File: src/hdl/dsp_pkg.sv
package dsp_pkg;
  localparam int WORD_W = 16;
  localparam int FIFO_DEPTH = 16;
  localparam int BIT_CNT_W = 4;
  localparam logic [3:0] CNT_LOAD = 4'hF;
  localparam logic [3:0] LAST_BIT = 4'hF;
  localparam logic [3:0] CNT_RST = 4'h0;
  localparam logic [15:0] WORD_RST = 16'h0000;
  localparam logic [3:0] SYNC_RST = 4'h0;
  localparam int SCK_PERIOD_NS = 200;
  localparam int CLK_PERIOD_NS = 25;
  // Each shift-clock phase must span at least this many system clocks
  localparam int SCK_HALF_CYCLES = SCK_PERIOD_NS / (2 * CLK_PERIOD_NS);

  typedef enum logic [3:0] {
    OS_IDLE = 4'h1,
    OS_ARMED = 4'h2,
    OS_SHIFT = 4'h4,
    OS_TAIL = 4'h8
  } dsp_out_state_t;
endpackage : dsp_pkg

File: src/hdl/dsp_stream_if.sv
`timescale 1ns/1ps
interface dsp_stream_if #(
  parameter int WIDTH = 16
);
  logic valid;
  logic ready;
  logic [WIDTH-1:0] data;
  modport src (output valid, output data, input ready);
  modport snk (input valid, input data, output ready);
endinterface : dsp_stream_if

File: src/hdl/dsp_fifo.sv
`timescale 1ns/1ps
module dsp_fifo #(
  parameter int WIDTH = 16,
  parameter int DEPTH = 16
) (
  input wire logic i_clk,
  input wire logic i_srst,
  dsp_stream_if.snk wr,
  dsp_stream_if.src rd
);
  localparam int AW = $clog2(DEPTH);
  localparam int CW = AW + 1;

  logic [WIDTH-1:0] mem [DEPTH];
  logic [AW-1:0] wptr_q;
  logic [AW-1:0] wptr_d;
  logic [AW-1:0] rptr_q;
  logic [AW-1:0] rptr_d;
  logic [CW-1:0] cnt_q;
  logic [CW-1:0] cnt_d;
  logic room_q;
  logic room_d;
  logic empty_q;
  logic empty_d;
  logic push;
  logic pop;

  // Flags are registered so the top can present ready straight from a flop
  // Ready stays low in reset and rises the first edge after release
  assign wr.ready = room_q;
  assign rd.valid = ~empty_q;
  assign rd.data = mem[rptr_q];

  always_comb begin
    push = wr.valid & room_q;
    pop = rd.ready & ~empty_q;
    wptr_d = push ? AW'(wptr_q + 1'b1) : wptr_q;
    rptr_d = pop ? AW'(rptr_q + 1'b1) : rptr_q;
    cnt_d = CW'(cnt_q + CW'(push) - CW'(pop));
    room_d = (cnt_d != CW'(DEPTH));
    empty_d = (cnt_d == '0);
  end

  always_ff @(posedge i_clk) begin
    if (push) begin
      mem[wptr_q] <= wr.data;
    end
  end

  always_ff @(posedge i_clk) begin
    if (i_srst) begin
      wptr_q <= '0;
      rptr_q <= '0;
      cnt_q <= '0;
      room_q <= 1'b0;
      empty_q <= 1'b1;
    end else begin
      wptr_q <= wptr_d;
      rptr_q <= rptr_d;
      cnt_q <= cnt_d;
      room_q <= room_d;
      empty_q <= empty_d;
    end
  end
endmodule : dsp_fifo

File: src/hdl/dsp_serial_port.sv
`timescale 1ns/1ps
module dsp_serial_port (
  input wire logic i_clk,
  input wire logic i_srst,
  input wire logic i_shift_clk,
  input wire logic i_serial_data,
  input wire logic i_serial_in_enable_n,
  input wire logic i_serial_out_enable_n,
  output logic o_serial_data,
  output logic o_serial_data_oe_n,
  output logic o_serial_out_request,
  input wire logic [dsp_pkg::WORD_W-1:0] i_tx_data,
  input wire logic i_tx_valid,
  output logic o_tx_ready,
  output logic [dsp_pkg::WORD_W-1:0] o_rx_data,
  output logic o_rx_valid
);
  localparam int W = dsp_pkg::WORD_W;

  dsp_stream_if #(.WIDTH(W)) tx_in ();
  dsp_stream_if #(.WIDTH(W)) tx_out ();

  dsp_fifo #(.WIDTH(W), .DEPTH(dsp_pkg::FIFO_DEPTH)) u_tx_fifo (
    .i_clk(i_clk),
    .i_srst(i_srst),
    .wr(tx_in.snk),
    .rd(tx_out.src)
  );

  assign tx_in.valid = i_tx_valid;
  assign tx_in.data = i_tx_data;
  assign o_tx_ready = tx_in.ready;

  // Pins in order: shift clock, data in, input enable, output enable
  logic [3:0] sync1_q;
  logic [3:0] sync2_q;
  logic sck3_q;
  logic sck_rise;
  logic sck_fall;
  logic si_s;
  logic ien_s;
  logic oen_s;

  always_ff @(posedge i_clk) begin
    if (i_srst) begin
      sync1_q <= dsp_pkg::SYNC_RST;
      sync2_q <= dsp_pkg::SYNC_RST;
      sck3_q <= 1'b0;
    end else begin
      sync1_q <= {i_shift_clk, i_serial_data, ~i_serial_in_enable_n, ~i_serial_out_enable_n};
      sync2_q <= sync1_q;
      sck3_q <= sync2_q[3];
    end
  end

  // All four pins share the same latency, so setup taken at the pins holds here
  always_comb begin
    sck_rise = sync2_q[3] & ~sck3_q;
    sck_fall = ~sync2_q[3] & sck3_q;
    si_s = sync2_q[2];
    ien_s = sync2_q[1];
    oen_s = sync2_q[0];
  end

  // Output side
  dsp_pkg::dsp_out_state_t st_q;
  dsp_pkg::dsp_out_state_t st_d;
  logic [W-1:0] shreg_q;
  logic [W-1:0] shreg_d;
  logic [dsp_pkg::BIT_CNT_W-1:0] cnt_q;
  logic [dsp_pkg::BIT_CNT_W-1:0] cnt_d;
  logic req_q;
  logic req_d;
  logic sd_q;
  logic sd_d;
  logic oe_n_q;
  logic oe_n_d;
  logic pop;
  logic msb;

  assign msb = shreg_q[W-1];
  assign tx_out.ready = pop;

  always_comb begin
    st_d = st_q;
    shreg_d = shreg_q;
    cnt_d = cnt_q;
    req_d = req_q;
    sd_d = sd_q;
    oe_n_d = oe_n_q;
    pop = 1'b0;
    case (st_q)
      dsp_pkg::OS_IDLE: begin
        // Word loads on a rise so the request follows that rise
        if (sck_rise && tx_out.valid) begin
          pop = 1'b1;
          shreg_d = tx_out.data;
          cnt_d = dsp_pkg::CNT_LOAD;
          req_d = 1'b1;
          st_d = dsp_pkg::OS_ARMED;
        end
      end
      dsp_pkg::OS_ARMED: begin
        // Enable seen at any fall, same period as request included
        if (sck_fall && oen_s) begin
          sd_d = shreg_q[W-1];
          oe_n_d = 1'b0;
          shreg_d = {shreg_q[W-2:0], 1'b0};
          cnt_d = dsp_pkg::BIT_CNT_W'(cnt_q + 1'b1);
          st_d = dsp_pkg::OS_SHIFT;
        end
      end
      dsp_pkg::OS_SHIFT: begin
        if (sck_rise && cnt_q == dsp_pkg::LAST_BIT) begin
          req_d = 1'b0;
          st_d = dsp_pkg::OS_TAIL;
        end else if (sck_fall) begin
          if (oen_s) begin
            sd_d = shreg_q[W-1];
            shreg_d = {shreg_q[W-2:0], 1'b0};
            cnt_d = dsp_pkg::BIT_CNT_W'(cnt_q + 1'b1);
          end else begin
            // Released: pause, word position kept for a later resume
            oe_n_d = 1'b1;
            st_d = dsp_pkg::OS_ARMED;
          end
        end
      end
      dsp_pkg::OS_TAIL: begin
        // Last bit stays on the wire until the next fall
        if (sck_fall) begin
          oe_n_d = 1'b1;
          sd_d = 1'b0;
          st_d = dsp_pkg::OS_IDLE;
        end
      end
      default: begin
        st_d = dsp_pkg::OS_IDLE;
        req_d = 1'b0;
        oe_n_d = 1'b1;
      end
    endcase
  end

  always_ff @(posedge i_clk) begin
    if (i_srst) begin
      st_q <= dsp_pkg::OS_IDLE;
      shreg_q <= dsp_pkg::WORD_RST;
      cnt_q <= dsp_pkg::CNT_RST;
      req_q <= 1'b0;
      sd_q <= 1'b0;
      oe_n_q <= 1'b1;
    end else begin
      st_q <= st_d;
      shreg_q <= shreg_d;
      cnt_q <= cnt_d;
      req_q <= req_d;
      sd_q <= sd_d;
      oe_n_q <= oe_n_d;
    end
  end

  assign o_serial_data = sd_q;
  assign o_serial_data_oe_n = oe_n_q;
  assign o_serial_out_request = req_q;

  // Input side
  logic [W-1:0] rx_sh_q;
  logic [W-1:0] rx_sh_d;
  logic [dsp_pkg::BIT_CNT_W-1:0] rx_cnt_q;
  logic [dsp_pkg::BIT_CNT_W-1:0] rx_cnt_d;
  logic [W-1:0] rx_data_q;
  logic [W-1:0] rx_data_d;
  logic rx_valid_q;
  logic rx_valid_d;

  always_comb begin
    rx_sh_d = rx_sh_q;
    rx_cnt_d = rx_cnt_q;
    rx_data_d = rx_data_q;
    rx_valid_d = 1'b0;
    if (sck_rise && ien_s) begin
      rx_sh_d = {rx_sh_q[W-2:0], si_s};
      rx_cnt_d = dsp_pkg::BIT_CNT_W'(rx_cnt_q + 1'b1);
      if (rx_cnt_q == dsp_pkg::LAST_BIT) begin
        rx_data_d = {rx_sh_q[W-2:0], si_s};
        rx_valid_d = 1'b1;
      end
    end
  end

  always_ff @(posedge i_clk) begin
    if (i_srst) begin
      rx_sh_q <= dsp_pkg::WORD_RST;
      rx_cnt_q <= dsp_pkg::CNT_RST;
      rx_data_q <= dsp_pkg::WORD_RST;
      rx_valid_q <= 1'b0;
    end else begin
      rx_sh_q <= rx_sh_d;
      rx_cnt_q <= rx_cnt_d;
      rx_data_q <= rx_data_d;
      rx_valid_q <= rx_valid_d;
    end
  end

  assign o_rx_data = rx_data_q;
  assign o_rx_valid = rx_valid_q;

  property p_req_on_load;
    @(posedge i_clk) disable iff (i_srst)
    (st_q == dsp_pkg::OS_IDLE && sck_rise && tx_out.valid) |=> req_q && st_q == dsp_pkg::OS_ARMED;
  endproperty
  a_req_on_load: assert property (p_req_on_load) else $error("request not raised on load");

  property p_first_bit;
    @(posedge i_clk) disable iff (i_srst)
    (st_q == dsp_pkg::OS_ARMED && sck_fall && oen_s) |=> !o_serial_data_oe_n && o_serial_data == $past(msb);
  endproperty
  a_first_bit: assert property (p_first_bit) else $error("first bit not driven");

  property p_wait_enable;
    @(posedge i_clk) disable iff (i_srst)
    (st_q == dsp_pkg::OS_ARMED && !oen_s) |=> o_serial_data_oe_n;
  endproperty
  a_wait_enable: assert property (p_wait_enable) else $error("driven without enable");

  property p_next_bit;
    @(posedge i_clk) disable iff (i_srst)
    (st_q == dsp_pkg::OS_SHIFT && sck_fall && oen_s && !sck_rise) |=>
      o_serial_data == $past(msb) ##1 $stable(o_serial_data);
  endproperty
  a_next_bit: assert property (p_next_bit) else $error("bit not presented after fall");

  property p_release_float;
    @(posedge i_clk) disable iff (i_srst)
    (st_q == dsp_pkg::OS_SHIFT && sck_fall && !oen_s) |=> o_serial_data_oe_n && req_q;
  endproperty
  a_release_float: assert property (p_release_float) else $error("output not floated");

  property p_req_drop;
    @(posedge i_clk) disable iff (i_srst)
    (st_q == dsp_pkg::OS_SHIFT && sck_rise && cnt_q == dsp_pkg::LAST_BIT) |=>
      !req_q && !o_serial_data_oe_n;
  endproperty
  a_req_drop: assert property (p_req_drop) else $error("request not dropped");

  property p_tail_float;
    @(posedge i_clk) disable iff (i_srst)
    (st_q == dsp_pkg::OS_TAIL && sck_fall) |=>
      o_serial_data_oe_n && !req_q && st_q == dsp_pkg::OS_IDLE;
  endproperty
  a_tail_float: assert property (p_tail_float) else $error("last bit not floated");

  property p_rx_capture;
    @(posedge i_clk) disable iff (i_srst)
    (sck_rise && ien_s) |=> rx_cnt_q == dsp_pkg::BIT_CNT_W'($past(rx_cnt_q) + 1'b1);
  endproperty
  a_rx_capture: assert property (p_rx_capture) else $error("input bit not captured");

  property p_rx_ignore;
    @(posedge i_clk) disable iff (i_srst)
    (!(sck_rise && ien_s)) |=> $stable(rx_cnt_q) && $stable(rx_sh_q);
  endproperty
  a_rx_ignore: assert property (p_rx_ignore) else $error("input captured while disabled");

  property p_sync_depth;
    @(posedge i_clk) disable iff (i_srst)
    (i_shift_clk ##1 i_shift_clk) |=> sync2_q[3];
  endproperty
  a_sync_depth: assert property (p_sync_depth) else $error("synchroniser depth wrong");
endmodule : dsp_serial_port

File: config.mk
export PLATFORM = sky130hd
export DESIGN_NAME = dsp_serial_port
export DESIGN_NICKNAME = d
export VERILOG_FILES = /design/src/hdl/dsp_pkg.sv /design/src/hdl/dsp_stream_if.sv /design/src/hdl/dsp_fifo.sv /design/src/hdl/dsp_serial_port.sv
export SDC_FILE = /design/constraint.sdc
export NUM_CORES = 1
export LEC_CHECK = 0
export BUFFER_PORTS_ARGS = -buffer_cell sky130_fd_sc_hd__buf_2
export CELL_PAD_IN_SITES_DETAIL_PLACEMENT = 0
export CELL_PAD_IN_SITES_GLOBAL_PLACEMENT = 1
export CORE_ASPECT_RATIO = 0.7
export CORE_MARGIN = 4
export CORE_UTILIZATION = 50
export DETAILED_ROUTE_END_ITERATION = 16
export GPL_TIMING_DRIVEN = 0
export PLACE_DENSITY = 0.86
export SKIP_LAST_GASP = 1
export SLEW_MARGIN = 10
export SYNTH_ARGS = -nofsm -noshare
export SYNTH_HDL_FRONTEND = slang
export SYNTH_HIERARCHICAL = 1
export SYNTH_SLANG_ARGS = --single-unit
File: constraint.sdc
create_clock -name i_clk -period 5.7 [get_ports i_clk]
set_input_delay 0 -clock i_clk [delete_from_list [all_inputs] [get_ports i_clk]]
set_output_delay 0 -clock i_clk [all_outputs]
set_load 0.01 [all_outputs]
==> out/metrics.csv, run 1 <==
metric,value,unit
Setup CP Type,reg2reg,
DIE WIDTH,204,µm
sequential area share after synthesis,0.705,
starting density of the core,0.516,
"commonest cells after routing, fill and taps aside","edfxtp_1 (256), nand2_1 (99), dfxtp_1 (91)",
Slew HR,0.452,
Post-Synthesis Cells,835,
setup TNS,0,ps
Final Util,0.606,
critical path startpoint category,flip-flop,
# Max-Cap Violations,0,
top_reg_cell synth,edfxtp_1,
top area cells in the synthesized netlist,"edfxtp_1 (57%), dfxtp_1 (14%), mux4_2 (9.4%), nand2_1 (2.8%), a22oi_1 (1.8%)",
Mapped Nets,870,
Num CTS Buffers,34,
Ys Warns,6,
Die Height,145,µm
FF-to-FF Start,st_q[0]$_SDFFE_PP1P_,
clk slew on worst S/H paths,60,ps
first-pass GRT wire length,46700,µm
Setup crit end kind,flip-flop,
GR Overflow Total,0,
maximum clock rate,256,MHz
Met2 Wirelength,13700,µm
wl on met1,13500,µm
die area,29700,µm²
nets,987,
hpwl dp,19200,µm
"EDFF count, synth",256,
clock latency at the later pin of the worst-skew pair,510,ps
initial antenna violation count,0,
number of library cell types mapped by synthesis,55,
WL per Instance,22.7,µm
DRC,0,
Slew Limit Fails,0,
"most common cell after layout, fill and taps aside",edfxtp_1,
total number of vias,7837,
Post-synth ARST share,0,
Max H-tree Level,2,
HP Class,in2reg,
CTS Buffer Depth,3,
critical path startpoint,st_q[0]$_SDFFE_PP1P_,
min-delay src,i_srst,
I/O pin cnt,44,
top layer in use,met4,
power per cell area,364,nW/µm²
root buf cell,clkbuf_16,
TritonCTS clock tree,yes,
Worst-Margin Slew,818,ps
Tot GR Track Use,0.204,
Lkg Pwr,5.41,nW
area grow syn2layout,17.5,%
Synth Cell Area,13500,µm²
CTS-repair resized insts,0,
Post-DRT Antenna Nets,0,
ant diodes,0,
core area,26100,µm²
initial DRC count,692,
share of the synthesized area in the top cell type,0.570,
clock skew,16.7,ps
metal3 WL,2650,µm
Final Wtd Congestion,0.800,
share of cells above drive strength 1,0.222,
Crit path required time,6090,ps
"Avg Cell Area, Syn",16.1,µm²
PortBufs,42,
CP Max Fanout,10,
Vias per Instance,5.87,
RSZ-0062 raised after global routing,no,
status,"complete, no violations",
final hold violation count,0,
largest net degree at the start of global routing,17,
vias in the first global route,7619,
row count,49,
synthesized flop and latch total,347,
# setup viols final,0,
Sink Count,347,
peak supply drop,0.000256,V
final period utilization,0.686,
Routed Wire Length,30300,µm
cell accounting for the most synthesized area,edfxtp_1,
post-route minimum period,3910,ps
Critical Path AT,4300,ps
DRT Pass-1 Iters,5,
## cell type report
type / instances / area (µm²)
buffer: 48 / 255
timing repair buffer: 81 / 647
multi-input combinational: 428 / 3720
tap: 357 / 447
sequential: 347 / 9510
clock inverter: 13 / 150
inverter: 12 / 50.0
clock buffer: 49 / 1060
fill: 1937 / 10300
## worst max-delay path, cell delays in order (launching register included)
cell      delay [ps]
dfxtp_1          300
buf_2            200
or4b_4           490
or2_4            300
clkinv_4         100
buf_6            140
nor2b_1          250
clkbuf_1         310
xnor2_1          170
ha_1             190
inv_1             60
fa_1             460
nand2b_1         170
a21oi_1          180
xnor2_1          140
o31a_1           310
## stage by stage
stage / power (W) / cell area [µm²] / cells / setup slack [ps] / hold WS (ps)
2_1_floorplan: 0.00325 / 13500 / 835 / 2330 / 66.7
3_3_place_gp: 0.00339 / 14100 / 1234 / 1850 / 162
3_5_place_dp: 0.00342 / 14400 / 1250 / 1760 / 158
4_1_cts: 0.00580 / 15800 / 1335 / 1740 / 36.6
5_1_grt: 0.00598 / 15800 / 1335 / 1570 / 78.9
6_report: 0.00576 / 15800 / 1335 / 1790 / 51.2
## Yosys cell counts, types with 2 or more instances
library cell	instances
a21o_1	2
a21oi_1	47
a21oi_2	8
a22oi_1	33
a31oi_1	3
and2_1	2
and3b_1	2
buf_1	2
buf_2	6
buf_4	4
buf_6	7
clkbuf_1	29
dfxtp_1	91
edfxtp_1	256
ha_1	11
inv_1	10
mux2i_1	16
mux4_1	8
mux4_2	56
nand2_1	99
nand2b_1	4
nand3_1	3
nand3b_1	5
nand4_1	5
nor2_1	44
nor2b_1	15
nor3_1	5
o211ai_1	3
o21ai_0	5
o31a_1	2
o31ai_1	15
xnor2_1	7
xor2_1	8
## flip-flops by register name, summed over array words and instances (netlist names), 4 cells and up, named ones only
name              flops
rx_cnt_q              4
shreg_q              16
u_tx_fifo/rptr_q      4
rx_sh_q              15
sync2_q               4
u_tx_fifo/mem       256
cnt_q                 4
o_rx_data            16
sync1_q               4
u_tx_fifo/wptr_q      4
st_q                  4
u_tx_fifo/cnt_q       5
## cell families after synthesis
logic type,share of synthesized area
compound gates,0.0628
flops,0.705
simple gates,0.0656
buf+inv,0.0226
xor+xnor,0.0110
fa+ha+maj,0.0117
mux,0.121
## what timing repair did
item | 4_1_cts | 5_1_grt
endpoints found under the hold margin | 267 | 0
setup endpoints to repair | 0 | 0
hold buffers | 23 | 0
setup buffers | 0 | 0
## per-layer routing
metal	vias to the layer above	track usage
met5	-	0
met4	0	0.0415
met1	4023	0.312
li1	3450	-
met2	320	0.302
met3	44	0.0524
## worst paths after layout
kind / endpoint / slack (ps) / cells after the start
min: st_q[3]$_SDFFE_PP0P_ / 50 / 2
min reg2reg: sync2_q[1]$_SDFF_PP0_ / 440 / 1
max: u_tx_fifo/wr.ready$_SDFF_PP0_ / 1790 / 15
max reg2reg: u_tx_fifo/wr.ready$_SDFF_PP0_ / 1790 / 15
## power by group
| part | leakage, nW | internal, W | switching (W) |
|---|---|---|---|
| logic | 1.77 | 0.000231 | 0.000324 |
| clock network | 0.594 | 0.00144 | 0.000938 |
| registers | 3.04 | 0.00279 | 0.0000368 |
No activity file was read; power rests on OpenSTA's default activity.
==> inputs of run 2 (changes only) <==
- CORE_UTILIZATION: 50 -> 48
- PLACE_DENSITY: 0.86 -> 0.87
- clock period: 5.7 -> 3.2 ns (I/O delays scaled with it)
==> out/metrics.csv, run 2 (same netlist as run 1, synthesis figures left out) <==
metric,value,unit,change
RSZ-0062 raised after global routing,no,,unchanged
maximum clock rate,325,MHz,was 256 MHz
pre-CTS WS,-257,ps,was 1760 ps
total number of vias,7597,,was 7837
CP Max Fanout,9,,was 10
nets,986,,was 987
starting density of the core,0.486,,was 0.516
DRT Pass-1 Iters,5,,unchanged
I/O pin cnt,44,,unchanged
Reg with most FFs,u_tx_fifo/mem,,unchanged
Total Power,0.00953,W,was 0.00576 W
Sink Count,347,,unchanged
hpwl dp,19200,µm,about the same
ant diodes,0,,unchanged
area grow syn2layout,16.4,%,was 17.5%
# setup viols final,0,,unchanged
Setup CP Type,reg2reg,,unchanged
Setup crit end kind,flip-flop,,unchanged
core area,27800,µm²,was 26100 µm²
vias in the first global route,7689,,was 7619
status,"complete, no violations",,unchanged
power per cell area,608,nW/µm²,was 364 nW/µm²
first-pass GRT wire length,44500,µm,was 46700 µm
GR Overflow Total,0,,unchanged
root buf cell,clkbuf_16,,unchanged
Lkg Pwr,5.33,nW,was 5.41 nW
clock skew,15.6,ps,was 16.7 ps
share of cells above drive strength 1,0.226,,was 0.222
WL per Instance,21.3,µm,was 22.7 µm
Die Height,148,µm,was 145 µm
Slew Limit Fails,0,,unchanged
Routed Wire Length,28700,µm,was 30300 µm
Final Wtd Congestion,0.791,,was 0.800
final period utilization,0.962,,was 0.686
CTS Buffer Depth,3,,unchanged
# Max-Cap Violations,0,,unchanged
R2R cell count,12,,was 15
Vias per Instance,5.65,,was 5.87
Post-DRT Antenna Nets,0,,unchanged
Num CTS Buffers,29,,was 34
worst reg-to-reg setup slack,120,ps,was 1790 ps
"commonest cells after routing, fill and taps aside","edfxtp_1 (256), nand2_1 (99), dfxtp_1 (90)",,"was edfxtp_1 (256), nand2_1 (99), dfxtp_1 (91)"
DRC,0,,unchanged
"most common cell after layout, fill and taps aside",edfxtp_1,,unchanged
final hold violation count,0,,unchanged
hold path depth,3,,was 2
DIE WIDTH,208,µm,was 204 µm
r2r endpoint,u_tx_fifo/wr.ready$_SDFF_PP0_,,unchanged
critical path startpoint category,flip-flop,,unchanged
Max H-tree Level,1,,was 2
TritonCTS clock tree,yes,,unchanged
post-route minimum period,3080,ps,was 3910 ps
row count,51,,was 49
FF-to-FF Start,st_q[1]$_SDFFE_PP0P_,,was st_q[0]$_SDFFE_PP1P_
Final WS setup,121,ps,was 1790 ps
die area,30900,µm²,was 29700 µm²
largest net degree at the start of global routing,18,,was 17
flip-flop count of the largest register after layout,256,,unchanged
Crit path required time,3660,ps,was 6090 ps
initial antenna violation count,0,,unchanged
HP Class,in2reg,,unchanged
initial DRC count,865,,was 692
peak supply drop,0.000393,V,was 0.000256 V
clock latency at the later pin of the worst-skew pair,580,ps,was 510 ps
PortBufs,42,,unchanged
min-delay src,i_serial_in_enable_n,,was i_srst
Worst Hold End,sync1_q[1]$_SDFF_PP0_,,was st_q[3]$_SDFFE_PP0P_
clk slew on worst S/H paths,70,ps,was 60 ps
Tot GR Track Use,0.186,,was 0.204
Worst-Margin Slew,876,ps,was 818 ps
Slew HR,0.416,,was 0.452
Critical Path AT,3540,ps,was 4300 ps
## run 2: repair_timing
item | 4_1_cts | 5_1_grt
setup endpoints to repair | 3 | 3
pin swaps | 5 | 7
hold endpoints to repair | 270 | 0
buffers inserted | 4 | 0
resized for setup | 5 | 5
hold buffers | 22 | 0
## run 2: worst max path at each step
| stage | startpoint | slack (ps) | endpoint | cells past startpoint |
|---|---|---|---|---|
| finish | st_q[1]$_SDFFE_PP0P_ | 120 | u_tx_fifo/wr.ready$_SDFF_PP0_ | 12 |
| global route | st_q[1]$_SDFFE_PP0P_ | 8 | u_tx_fifo/wr.ready$_SDFF_PP0_ | 13 |
| CTS | st_q[1]$_SDFFE_PP0P_ | 60 | u_tx_fifo/wr.ready$_SDFF_PP0_ | 14 |
| detailed placement | st_q[0]$_SDFFE_PP1P_ | -260 | u_tx_fifo/wr.ready$_SDFF_PP0_ | 15 |
| global placement | u_tx_fifo/wr.ready$_SDFF_PP0_ | -590 | u_tx_fifo/mem[3][14]$_DFFE_PP_ | 4 |
| floorplan | st_q[3]$_SDFFE_PP0P_ | 6 | u_tx_fifo/wr.ready$_SDFF_PP0_ | 15 |
## run 2: worst max-delay path: stages, from the launching register on
cell      delay [ps]
dfxtp_1          410
or4b_4           560
or2_4            280
clkinv_8          50
nor2b_4          110
buf_4            110
xnor2_1          120
ha_2             210
inv_1             60
fa_2             570
nor2b_4          140
nand2_1           70
o31a_1           280
## run 2: final cells by class
cell class	instances	area, µm²
plain buffers	45	238
flip-flops and latches	347	9510
clock buffers	37	797
multi-input cells	428	3760
well taps	371	464
fillers	2124	12100
repair buffers	88	738
clock inverters	16	120
inverters	12	57.6
## run 2: power breakdown
part | total [W] | internal (W) | leakage, nW | switching (W)
Combinational | 0.00107 | 0.000483 | 1.83 | 0.000585
Sequential | 0.00505 | 0.00497 | 3.04 | 0.0000798
Clock | 0.00341 | 0.00185 | 0.457 | 0.00156
## run 2: per-layer routing
| metal | wire (µm) | global-route usage | vias up |
|---|---|---|---|
| li1 | - | - | 3440 |
| met1 | 12900 | 0.285 | 3829 |
| met2 | 12900 | 0.280 | 282 |
| met3 | 2260 | 0.0371 | 46 |
| met4 | 617 | 0.0443 | 0 |
| met5 | 0 | 0 | - |
## run 2: stage by stage
step	util	instance area [µm²]	setup TNS [ps]	std cells	hold WS, ps
after global routing	0.565	15700	0	1344	98.2
after floorplan	-	13500	0	835	66.7
after global placement	0.510	14200	-34180	1248	157
after detailed placement	0.522	14500	-563	1268	157
after CTS	0.565	15700	0	1346	83.7
final	0.565	15700	0	1344	111
==> inputs of run 3 (changes only) <==
- BUFFER_PORTS_ARGS: -buffer_cell sky130_fd_sc_hd__buf_2 -> unset
- CORE_UTILIZATION: 48 -> 49
- DONT_BUFFER_PORTS: unset -> 1
- PLACE_DENSITY: 0.87 -> 0.86
- SYNTH_HIERARCHICAL: 1 -> unset
==> out/metrics.csv, run 3 <==
metric,value,unit,change
status,"complete, no violations",,unchanged
worst reg-to-reg setup slack,120,ps,about the same
synthesized flop and latch total,347,,unchanged
setup TNS,0,ps,unchanged
switching power,0.00241,W,was 0.00223 W
HP Class,in2reg,,unchanged
root buf cell,clkbuf_16,,unchanged
TritonCTS clock tree,yes,,unchanged
RSZ-0062 raised after global routing,no,,unchanged
Final WS setup,117,ps,was 121 ps
number of library cell types mapped by synthesis,64,,was 55
top_reg_cell synth,edfxtp_1,,unchanged
P_int,0.00792,W,was 0.00731 W
largest net degree at the start of global routing,17,,was 18
nets,934,,was 986
"Most Used Layer, Global Route",met1,,unchanged
clock latency at the later pin of the worst-skew pair,510,ps,was 580 ps
maximum clock rate,324,MHz,was 325 MHz
Post-DRT Antenna Nets,0,,unchanged
Reg with most FFs,u_tx_fifo.mem,,was u_tx_fifo/mem
# setup viols final,0,,unchanged
# Max-Cap Violations,0,,unchanged
Slew HR,0.335,,was 0.416
final std cells w/o fill,1288,,was 1344
Setup CP Type,reg2reg,,unchanged
Crit path required time,3620,ps,was 3660 ps
Max H-tree Level,2,,was 1
Ys Warns,0,,was 6
Synth Cell Area,13600,µm²,was 13500 µm²
WL per Instance,24.7,µm,was 21.3 µm
critical path startpoint category,flip-flop,,unchanged
core area,27000,µm²,was 27800 µm²
Final Wtd Congestion,0.846,,was 0.791
Mapped Nets,856,,was 870
Slew Limit Fails,0,,unchanged
"EDFF count, synth",256,,unchanged
share of cells above drive strength 1,0.226,,about the same
final period utilization,0.964,,was 0.962
GR Overflow Total,0,,unchanged
flip-flop count of the largest register after layout,256,,unchanged
Num CTS Buffers,35,,was 29
Critical Path AT,3500,ps,was 3540 ps
"count leader, synth",edfxtp_1,,unchanged
peak supply drop,0.000457,V,was 0.000393 V
clock skew,15.3,ps,was 15.6 ps
sequential area share after synthesis,0.699,,was 0.705
first-pass GRT wire length,48200,µm,was 44500 µm
Die Height,147,µm,was 148 µm
total number of vias,7701,,was 7597
vias in the first global route,7492,,was 7689
Lkg Pwr,5.05,nW,was 5.33 nW
hpwl dp,21100,µm,was 19200 µm
Sw Ratio,0.233,,was 0.234
Comb pwr share,0.111,,was 0.112
DRT Pass-1 Iters,7,,was 5
WHS,6.32,ps,was 111 ps
final hold violation count,0,,unchanged
clk slew on worst S/H paths,60,ps,was 70 ps
power per cell area,655,nW/µm²,was 608 nW/µm²
Setup crit end kind,flip-flop,,unchanged
met3 usage,0.0469,,was 0.0371
row count,50,,was 51
die area,30500,µm²,was 30900 µm²
starting density of the core,0.504,,was 0.486
Post-Synthesis Cells,820,,was 835
Filler Cells Inserted,2003,,was 2124
"most common cell after layout, fill and taps aside",edfxtp_1,,unchanged
CTS Buffer Depth,3,,unchanged
pre-CTS WS,-107,ps,was -257 ps
DRC,0,,unchanged
sequential power share,0.490,,was 0.530
GR Util met2,0.303,,was 0.280
I/O pin cnt,44,,unchanged
Clock Power Share,0.400,,was 0.358
Routed Wire Length,31800,µm,was 28700 µm
commonest cells in the netlist,"edfxtp_1 (256), dfxtp_1 (91), mux4_2 (62), nor2_1 (46), nand2_1 (43)",,"was edfxtp_1 (256), nand2_1 (99), dfxtp_1 (91), mux4_2 (56), a21oi_1 (47)"
Worst-Margin Slew,992,ps,was 876 ps
Total Power,0.0103,W,was 0.00953 W
grt met1 use,0.323,,was 0.285
cell accounting for the most synthesized area,edfxtp_1,,unchanged
share of the synthesized area in the top cell type,0.565,,was 0.570
Tot GR Track Use,0.208,,was 0.186
post-route minimum period,3080,ps,about the same
ant diodes,0,,unchanged
area grow syn2layout,16.0,%,was 16.4%
initial DRC count,1024,,was 865
Vias per Instance,5.98,,was 5.65
"commonest cells after routing, fill and taps aside","edfxtp_1 (256), dfxtp_1 (91), mux4_2 (62)",,"was edfxtp_1 (256), nand2_1 (99), dfxtp_1 (90)"
Post-synth ARST share,0,,unchanged
PortBufs,0,,was 42
top area cells in the synthesized netlist,"edfxtp_1 (56%), dfxtp_1 (13%), mux4_2 (10%), mux2i_1 (1.5%), nor2b_1 (1.4%)",,"was edfxtp_1 (57%), dfxtp_1 (14%), mux4_2 (9.4%), nand2_1 (2.8%), a22oi_1 (1.8%)"
"Avg Cell Area, Syn",16.6,µm²,was 16.1 µm²
CP Max Fanout,10,,was 9
Sink Count,347,,unchanged
Placed Instances,1203,,was 1268
DIE WIDTH,207,µm,was 208 µm
initial antenna violation count,0,,unchanged
[run 3: power groups by stage]
stage / clock, W / sequential (W) / combinational, W
CTS: 0.00416 / 0.00506 / 0.00104
detailed placement: 0 / 0.00515 / 0.000940
finish: 0.00413 / 0.00506 / 0.00114
global route: 0.00438 / 0.00507 / 0.00125
global placement: 0 / 0.00515 / 0.000907
floorplan: 0 / 0.00513 / 0.000713
[run 3: final cells by class]
cell class / count / area (µm²) / share of cell area
clock inverter: 17 / 186 / 0.0118
clock buffer: 46 / 970 / 0.0615
sequential: 347 / 9510 / 0.603
inverter: 13 / 53.8 / 0.00341
multi-input combinational: 410 / 3830 / 0.243
timing repair buffer: 41 / 472 / 0.0299
tap: 364 / 455 / 0.0289
buffer: 50 / 303 / 0.0192
[run 3: cells by family (layout without fill, tap and decap cells)]
| family | Yosys count | in the layout | share of synthesized area |
|---|---|---|---|
| muxes | 83 | 83 | 0.118 |
| xor gates and xnor gates | 15 | 15 | 0.0102 |
| and+or+nand+nor | 202 | 202 | 0.0818 |
| DFF | 347 | 347 | 0.699 |
| buffers and inverters | 63 | 167 | 0.0262 |
| AOI/OAI and AO/OA | 97 | 97 | 0.0524 |
| adders and majority gates | 13 | 13 | 0.0125 |
[run 3: path summary, 6_finish.rpt]
check	from	cells after the start	endpoint
worst max-delay path	st_q[0]$_SDFFE_PP1P_	13	u_tx_fifo.empty_q$_SDFF_PP1_
worst min-delay path	i_srst	2	shreg_q[0]$_SDFFE_PP0P_
worst min register to register	sync1_q[3]$_SDFF_PP0_	1	sync2_q[3]$_SDFF_PP0_
worst max register to register	st_q[0]$_SDFFE_PP1P_	13	u_tx_fifo.empty_q$_SDFF_PP1_
[run 3: routing by layer]
layer,up-vias,wire length [µm],share of wire
li1,3370,-,-
met1,3909,14000,0.44
met4,0,537,0.017
met2,377,14000,0.44
met5,-,0,0
met3,45,3270,0.10
[run 3: what timing repair did]
item,4_1_cts,5_1_grt
hold buffers,20,0
gates resized for setup,0,6
endpoints found under the setup margin,2,3
buffers inserted,2,0
endpoints found under the hold margin,260,0
[run 3: critical path, stage by stage, from the launching register on]
cell and delay (ps):
dfxtp_1 290, buf_2 160, nor4b_4 140, buf_4 160
nand2_4 170, clkinv_4 130, buf_6 180, ha_1 280
inv_1 40, ha_1 200, fa_1 430, xor2_1 200
or3_1 330, o31ai_2 260
[run 3: per-stage QoR]
step | util | area (µm²)
6_report | 0.584 | 15800
5_1_grt | 0.584 | 15800
4_1_cts | 0.582 | 15700
3_5_place_dp | 0.532 | 14400
3_3_place_gp | 0.520 | 14100
2_1_floorplan | - | 13600
